--- src/supervisor_pkg.sv ---
// Constants and carrier types for the supply supervisor with watchdog
package supervisor_pkg;
  // ----------------------------------------------------------------
  // Clock and timing
  // ----------------------------------------------------------------
  localparam int unsigned CLK_HZ = 100_000_000;
  localparam int unsigned CLK_PERIOD_NS = 10;
  localparam int unsigned RESET_DELAY_MS = 200;
  localparam int unsigned BROWNOUT_EXT_MS = 100;
  localparam int unsigned WDOG_TIMEOUT_MS = 1600;
  localparam int unsigned WDOG_MIN_MS = 1000;
  localparam int unsigned KICK_MIN_NS = 50;
  // Millisecond tick from the internal time base
  localparam int unsigned MS_TICK_CYCLES = CLK_HZ / 1000;
  // Least kick width in cycles, rounded up
  localparam int unsigned KICK_MIN_CYCLES =
    (KICK_MIN_NS + CLK_PERIOD_NS - 1) / CLK_PERIOD_NS;
  localparam int unsigned MS_W = 32;
  localparam int unsigned CNT_W = 12;
  localparam logic [CNT_W-1:0] CNT_ZERO = 12'h000;
  localparam logic [CNT_W-1:0] CNT_ONE = 12'h001;

  // ----------------------------------------------------------------
  // Types
  // ----------------------------------------------------------------
  typedef enum logic [1:0] {
    ST_HOLD = 2'b00,
    ST_DELAY = 2'b01,
    ST_RUN = 2'b11
  } sup_state_e;

  typedef struct packed {
    logic supply_ok;
    logic kick_floating;
    logic watchdog_kick_input;
    logic manual_reset_n;
  } sense_s;
endpackage

--- src/supply_supervisor_watchdog_reset.sv ---
// Reset supervisor logic: supply hold-off, brownout, watchdog, manual reset
`timescale 1ns/1ps

// How it works
// [RULE1] Reset is held while supply is low and released 200 ms after it recovers.
// [RULE2] A supply dip during normal operation starts a reset pulse.
// [RULE3] A brownout during a pulse leaves at least 100 ms of the pulse still to run.
// [RULE4] Reset stays asserted for as long as the low supply persists.
// [RULE5] An unkicked, driven kick input asserts reset after the timeout.
// [RULE6] The watchdog count is held clear while reset is on or kick floats.
// [RULE7] The watchdog starts once reset is released and kick is driven.
// [RULE8] A kick level change lasting at least 50 ns restarts the timeout.
// [RULE9] Low supply asserts reset at once whatever the watchdog state.
// [RULE10] A floating kick input disables the watchdog entirely.
// [RULE11] Driving the manual reset input low starts a reset.
// [RULE13] Watchdog and manual resets reuse the same reset delay counter.
// [RULE14] Supply and floating detection arrive as synchronous inputs.
module supply_supervisor_watchdog_reset #(
  parameter int unsigned RESET_DELAY = supervisor_pkg::RESET_DELAY_MS,
  parameter int unsigned BROWNOUT_EXT = supervisor_pkg::BROWNOUT_EXT_MS,
  parameter int unsigned WDOG_TIMEOUT = supervisor_pkg::WDOG_TIMEOUT_MS,
  parameter int unsigned MS_CYCLES = supervisor_pkg::MS_TICK_CYCLES
) (
  // Clock and reset
  input wire logic ref_clk,
  input wire logic reset,
  // Sensed inputs
  input wire supervisor_pkg::sense_s sense,
  // Reset output to the processor
  output logic reset_out_n
);
  localparam logic [supervisor_pkg::CNT_W-1:0] DLY_LOAD =
    supervisor_pkg::CNT_W'(RESET_DELAY);
  localparam logic [supervisor_pkg::CNT_W-1:0] EXT_LOAD =
    supervisor_pkg::CNT_W'(BROWNOUT_EXT);
  localparam logic [supervisor_pkg::CNT_W-1:0] WD_LOAD =
    supervisor_pkg::CNT_W'(WDOG_TIMEOUT);
  localparam logic [supervisor_pkg::MS_W-1:0] MS_LAST =
    supervisor_pkg::MS_W'(MS_CYCLES - 1);
  localparam logic [3:0] KICK_LAST =
    4'(supervisor_pkg::KICK_MIN_CYCLES - 1);

  // ----------------------------------------------------------------
  // Millisecond time base
  // ----------------------------------------------------------------
  logic [supervisor_pkg::MS_W-1:0] ms_q, ms_d;
  logic tick_q, tick_d;
  always_comb begin
    tick_d = (ms_q == MS_LAST);
    ms_d = tick_d ? '0 : ms_q + 1'b1;
  end
  always_ff @(posedge ref_clk) begin
    if (reset) begin
      ms_q <= '0;
      tick_q <= 1'b0;
    end else begin
      ms_q <= ms_d;
      tick_q <= tick_d;
    end
  end

  // ----------------------------------------------------------------
  // Kick toggle filter
  // ----------------------------------------------------------------
  // A level counts only after it has stood KICK_MIN cycles; shorter
  // glitches are dropped so noise cannot feed the watchdog.
  logic kick_lvl_q, kick_lvl_d;
  logic [3:0] kick_cnt_q, kick_cnt_d;
  logic kicked_q, kicked_d;
  always_comb begin
    kick_lvl_d = kick_lvl_q;
    kick_cnt_d = '0;
    kicked_d = 1'b0;
    // [RULE8] Qualify kick width
    if (sense.watchdog_kick_input != kick_lvl_q) begin
      kick_cnt_d = kick_cnt_q + 1'b1;
      if (kick_cnt_q >= KICK_LAST) begin
        kick_lvl_d = sense.watchdog_kick_input;
        kick_cnt_d = '0;
        kicked_d = 1'b1;
      end
    end
  end
  always_ff @(posedge ref_clk) begin
    if (reset) begin
      kick_lvl_q <= 1'b0;
      kick_cnt_q <= 4'h0;
      kicked_q <= 1'b0;
    end else begin
      kick_lvl_q <= kick_lvl_d;
      kick_cnt_q <= kick_cnt_d;
      kicked_q <= kicked_d;
    end
  end

  // ----------------------------------------------------------------
  // Reset sequencer and watchdog
  // ----------------------------------------------------------------
  supervisor_pkg::sup_state_e st_q, st_d;
  logic [supervisor_pkg::CNT_W-1:0] dly_q, dly_d;
  logic [supervisor_pkg::CNT_W-1:0] wd_q, wd_d;
  logic rst_n_q, rst_n_d;
  logic wd_fire;
  logic hold_src;

  // [RULE14] Inputs already synchronous
  always_comb begin
    hold_src = !sense.supply_ok || !sense.manual_reset_n;
    wd_fire = (st_q == supervisor_pkg::ST_RUN) && tick_q &&
              !sense.kick_floating && (wd_q == supervisor_pkg::CNT_ONE);
    st_d = st_q;
    dly_d = dly_q;
    wd_d = wd_q;
    unique case (st_q)
      supervisor_pkg::ST_HOLD: begin
        // [RULE4] Hold while low supply
        // Count loaded on entry, so a brownout keeps its extension
        if (!hold_src) begin
          // [RULE1] Start release delay
          st_d = supervisor_pkg::ST_DELAY;
        end
      end
      supervisor_pkg::ST_DELAY: begin
        if (!sense.supply_ok) begin
          // [RULE3] Brownout extends pulse
          st_d = supervisor_pkg::ST_HOLD;
          dly_d = (dly_q < EXT_LOAD) ? EXT_LOAD : dly_q;
        end else if (!sense.manual_reset_n) begin
          st_d = supervisor_pkg::ST_HOLD;
          dly_d = DLY_LOAD;
        end else if (tick_q) begin
          if (dly_q <= supervisor_pkg::CNT_ONE) begin
            st_d = supervisor_pkg::ST_RUN;
            wd_d = WD_LOAD;
          end else begin
            dly_d = dly_q - 1'b1;
          end
        end
      end
      supervisor_pkg::ST_RUN: begin
        // [RULE6] Watchdog cleared when floating
        // [RULE10] Floating kick disables watchdog
        if (sense.kick_floating || kicked_q) begin
          // [RULE8] Toggle restarts timeout
          wd_d = WD_LOAD;
        end else if (tick_q) begin
          // [RULE7] Count while driven
          wd_d = wd_q - 1'b1;
        end
        // [RULE9] Low supply overrides watchdog
        // [RULE2] Dip starts reset pulse
        // [RULE11] Manual reset starts pulse
        if (hold_src) begin
          st_d = supervisor_pkg::ST_HOLD;
          dly_d = DLY_LOAD;
        end else if (wd_fire) begin
          // [RULE5] Timeout asserts reset
          // [RULE13] Reuse reset delay counter
          st_d = supervisor_pkg::ST_DELAY;
          dly_d = DLY_LOAD;
        end
      end
      default: st_d = supervisor_pkg::ST_HOLD;
    endcase
    if (st_d != supervisor_pkg::ST_RUN) begin
      // [RULE6] Watchdog cleared during reset
      wd_d = WD_LOAD;
    end
    rst_n_d = (st_d == supervisor_pkg::ST_RUN);
  end
  always_ff @(posedge ref_clk) begin
    if (reset) begin
      st_q <= supervisor_pkg::ST_HOLD;
      dly_q <= DLY_LOAD;
      wd_q <= WD_LOAD;
      rst_n_q <= 1'b0;
    end else begin
      st_q <= st_d;
      dly_q <= dly_d;
      wd_q <= wd_d;
      rst_n_q <= rst_n_d;
    end
  end
  assign reset_out_n = rst_n_q;
endmodule

--- config.mk ---
export PLATFORM = sky130hd
export DESIGN_NAME = supply_supervisor_watchdog_reset
export DESIGN_NICKNAME = d
export VERILOG_FILES = /design/src/supervisor_pkg.sv /design/src/supply_supervisor_watchdog_reset.sv
export SDC_FILE = /design/constraint.sdc
export NUM_CORES = 1
export LEC_CHECK = 0
export BUFFER_PORTS_ARGS = -buffer_cell sky130_fd_sc_hd__buf_4
export CORE_MARGIN = 1.5
export CORE_UTILIZATION = 48
export DETAILED_ROUTE_END_ITERATION = 10
export PLACE_DENSITY = 0.67
export SYNTH_ARGS = -nofsm -noshare
export SYNTH_HDL_FRONTEND = slang
export SYNTH_SLANG_ARGS = --single-unit
--- constraint.sdc ---
create_clock -name ref_clk -period 2.5 [get_ports ref_clk]
set_clock_uncertainty 0.05 [all_clocks]
set_input_delay 0.5 -clock ref_clk [delete_from_list [all_inputs] [get_ports ref_clk]]
set_output_delay 0.5 -clock ref_clk [all_outputs]
set_load 0.005 [all_outputs]
==> results.md <==
* Synth unique cells at 53
* DRC at 1
* Wire length of the first global-routing pass at 11900 um
* Cell at the slowest stage of the critical path: sky130_fd_sc_hd__or4_4
* Net count, final at 419
* Worst Path Required at 2.69 ns
* PwrDens at 532 mW/mm^2
* Net count after synthesis at 401
* Worst-path fanout max at 8
* Area of the mapped netlist at 0.00326 sq mm
* Unrepaired setup endpoints after global routing: no
* Signal arrival time at the worst endpoint at 2.54 ns
* Max-slew headroom at the worst pin at 60.0%
* CTS root buffer: sky130_fd_sc_hd__clkbuf_8
* Cts repair resizes at 0
* Depth of the worst register-to-register path at 5
* CP peak stage delay at 0.56 ns
* I/O pins at 7
* Starting density of the core at 50.4%
* FF-to-FF setup slack at 0.15 ns
* Fraction of synthesis flops using an asynchronous set or reset pin at 0%
* Drt initial violations at 162
* Initial antenna violation count at 0
* Maximum clock frequency at 425 MHz
* Width of the chip at 85.4 um
* Vias in the first global route at 2666
* Type of the tightest min-delay check: reg2reg
* Final worst-path cycle share at 94.0%
* Final hold violations at 0
* Aggregate routed wire length at 6710 um
* Count of TritonRoute iterations in the first routing pass at 7
* Clock sink total at 66
* GRT Overall Usage at 20.1%
* Setup-violating endpoint count in the final report at 0
* Number of rows created at floorplan at 29
* Most instantiated flip-flop cell in the synthesis netlist: sky130_fd_sc_hd__dfxtp_1
* Number of synthesized flops with an enable pin at 0
* Final critical delay including setup and external delays at 2.35 ns
* GRT overflow at 0
* VDD IR-drop max at 0.000343 V
* Average vias per placed instance at 5.79
* PortBufs at 6
* Core Area at 0.00646 sq mm
* Startpoint of the lowest-slack register-to-register path: dly_q[6]
* Fillcell total at 602
* Startpoint of the most critical setup path: dly_q[6]
* Vertical extent of the die at 85.4 um
* Post-detailed-route count of antenna-violating nets at 0
* Status: finished, violations left
* Ordered cell list for the critical path: or4_4 > or3_4 > or4_1 > and3_1 > a211o_1
* Classification of the worst setup path: reg2reg
* End point of the critical path: dly_q[10]
* Share of synthesized area occupied by flip-flops and latches at 40.6%
* Violations in the final reports: DRC
* Crit path buf inv count at 0
* Routability congestion estimate at 0.883
* Average wire length per cell after detail routing at 13.7 um
* Dpl hpwl at 4630 um
* Maximum number of pins on one net before global-route repair at 32
* Largest delay share family, worst path: simple AND/OR/NAND/NOR gates
* Antenna diode instance count at 0
* Total Negative Setup Slacks at 0 ns
* Synth Warn # at 0
* Overall via count from detail_route at 2830
* Mean post-synth cell area at 8.37 sq um
* Maximum root-to-sink buffer count at 2
* Clock tree from TritonCTS: built
* Capture instance of the worst register-to-register path: dly_q[10]
* Clock-pin slew on the worst setup and hold paths at 0.08 ns
* DIE AREA at 0.00729 sq mm
* Clock buffer count from CTS at 9
* Crit. path cell count at 5
* Critical Path End Type: register
* Number of pins with negative max-slew slack in the final report at 0
* Area growth from synthesis to layout at 11.6%
* CTS H-tree lvls at 3
* Number of standard cells after synthesis at 389
* Synth Register Bits at 66
* Reported leakage power at 1.35 nW
* Clock latency reported for the late side of the worst-skew pair at 0.34 ns
* Worst Max-Slew Pin Slew at 0.598 ns
* Count of max-cap constraint violations at 0
* Total power consumption of the routed design at 0.00193 W
* Share of layout cells above drive strength 1 at 11.2%
* Startpoint type of the worst setup path: register
-- registers in the layout, indices dropped and copies added, names as in the netlist --
| signal | flops |
|---|---|
| kick_cnt_q | 4 |
| dly_q | 12 |
| wd_q | 12 |
| st_q | 2 |
| kicked_q | 1 |
| ms_q | 32 |
| reset_out_n | 1 |
| tick_q | 1 |
| kick_lvl_q | 1 |
-- worst register-to-register path, cell delays in order (launching register included) --
cell,delay (ns)
sky130_fd_sc_hd__dfxtp_1,0.36
sky130_fd_sc_hd__or4_4,0.56
sky130_fd_sc_hd__or3_4,0.40
sky130_fd_sc_hd__or4_1,0.43
sky130_fd_sc_hd__and3_1,0.20
sky130_fd_sc_hd__a211o_1,0.25
-- per-layer routing --
layer	vias up	part of all wire [%]	global-route usage [%]
met1	1315	51	27.5
met2	55	43	30.3
met3	13	4.1	4.77
met4	0	1.7	8.65
met5	-	0	0
li1	1447	-	-
-- cells by family (layout without fill, tap and decap cells) --
kind of cell | Yosys count | in the layout | synth area share (%)
xor gates and xnor gates | 32 | 32 | 8.61
buffers and inverters | 31 | 54 | 4.07
other | 1 | 1 | 0.115
adders and majority gates | 6 | 6 | 2.30
muxes | 1 | 1 | 0.307
AOI/OAI and AO/OA | 64 | 64 | 14.3
and+or+nand+nor | 188 | 188 | 29.7
DFF | 66 | 66 | 40.6
-- cell usage after synthesis, types with 3 or more instances --
master                     count  area (sq um)
sky130_fd_sc_hd__and4_1        4          35.0
sky130_fd_sc_hd__ha_1          6          75.1
sky130_fd_sc_hd__xnor2_1       6          52.6
sky130_fd_sc_hd__nand4_1      16           100
sky130_fd_sc_hd__or4_1         3          22.5
sky130_fd_sc_hd__o31ai_1       5          37.5
sky130_fd_sc_hd__o41ai_1       4          35.0
sky130_fd_sc_hd__inv_1        15          56.3
sky130_fd_sc_hd__dfxtp_1      66          1320
sky130_fd_sc_hd__and2_1        3          18.8
sky130_fd_sc_hd__o21ai_0      13          65.1
sky130_fd_sc_hd__nand2_1      22          82.6
sky130_fd_sc_hd__a21oi_1      14          70.1
sky130_fd_sc_hd__nor2_1       57           214
sky130_fd_sc_hd__xor2_1       26           228
sky130_fd_sc_hd__or3_1         5          31.3
sky130_fd_sc_hd__and3_1       13          81.3
sky130_fd_sc_hd__clkbuf_1     13          48.8
sky130_fd_sc_hd__a211o_1       3          26.3
sky130_fd_sc_hd__nand3_1      26           130
sky130_fd_sc_hd__nor3_1       16          80.1
sky130_fd_sc_hd__nor4_1       11          68.8
-- layout make-up --
type                       instances  area (sq um)  area share, %
tap                               77          96.3           2.65
timing repair buffer              23           173           4.75
clock inverter                     5          30.0          0.826
inverter                          15          56.3           1.55
clock buffer                      11           141           3.89
sequential                        66          1320           36.4
multi-input combinational        292          1820           50.0
-- what timing repair did --
item / in CTS / in global routing
endpoints found under the setup margin: 0 / 3
setup buffers: 0 / 2
hold buffers: 0 / 0
-- worst min path at each step --
stage                   from  depth (start not counted)  slack, ns             to
6_report       kick_cnt_q[0]                          1       0.39  kick_cnt_q[0]
5_1_grt        kick_cnt_q[0]                          1       0.42  kick_cnt_q[0]
4_1_cts             sense[1]                          3       0.39     kick_lvl_q
3_5_place_dp   kick_cnt_q[0]                          1       0.39  kick_cnt_q[0]
3_3_place_gp   kick_cnt_q[0]                          1       0.37  kick_cnt_q[0]
2_1_floorplan  kick_cnt_q[0]                          1       0.36  kick_cnt_q[0]
-- metrics by stage --
| step | area (sq um) | cells | setup WS, ns | utilization (%) | hold slack (ns) |
|---|---|---|---|---|---|
| 2_1_floorplan | 3260 | 389 | 0.0595 | - | 0.356 |
| 3_3_place_gp | 3450 | 471 | 0.161 | 53.4 | 0.374 |
| 3_5_place_dp | 3450 | 471 | 0.126 | 53.4 | 0.386 |
| 4_1_cts | 3620 | 487 | 0.0986 | 56.0 | 0.393 |
| 5_1_grt | 3630 | 489 | 0.00369 | 56.3 | 0.416 |
| 6_report | 3630 | 489 | 0.150 | 56.3 | 0.389 |
-- power by group --
part,total [W],leakage (nW),internal [W],switching [W]
registers,0.00107,0.534,0.00106,0.0000103
clock network,0.000791,0.0851,0.000382,0.000410
logic,0.0000705,0.736,0.0000254,0.0000452
-- cells in the final DEF (no fill, tap or decap), types with 3 or more instances in the layout --
| cell | n |
|---|---|
| sky130_fd_sc_hd__a211o_1 | 3 |
| sky130_fd_sc_hd__a21oi_1 | 14 |
| sky130_fd_sc_hd__and2_1 | 3 |
| sky130_fd_sc_hd__and3_1 | 13 |
| sky130_fd_sc_hd__and4_1 | 4 |
| sky130_fd_sc_hd__buf_4 | 23 |
| sky130_fd_sc_hd__clkbuf_8 | 10 |
| sky130_fd_sc_hd__clkinv_2 | 3 |
| sky130_fd_sc_hd__dfxtp_1 | 66 |
| sky130_fd_sc_hd__ha_1 | 6 |
| sky130_fd_sc_hd__inv_1 | 15 |
| sky130_fd_sc_hd__nand2_1 | 22 |
| sky130_fd_sc_hd__nand3_1 | 26 |
| sky130_fd_sc_hd__nand4_1 | 16 |
| sky130_fd_sc_hd__nor2_1 | 57 |
| sky130_fd_sc_hd__nor3_1 | 16 |
| sky130_fd_sc_hd__nor4_1 | 11 |
| sky130_fd_sc_hd__o21ai_0 | 13 |
| sky130_fd_sc_hd__o31ai_1 | 4 |
| sky130_fd_sc_hd__o41ai_1 | 4 |
| sky130_fd_sc_hd__or3_1 | 5 |
| sky130_fd_sc_hd__or4_1 | 3 |
| sky130_fd_sc_hd__xnor2_1 | 6 |
| sky130_fd_sc_hd__xor2_1 | 26 |
Power figures use the tool's default switching activity.
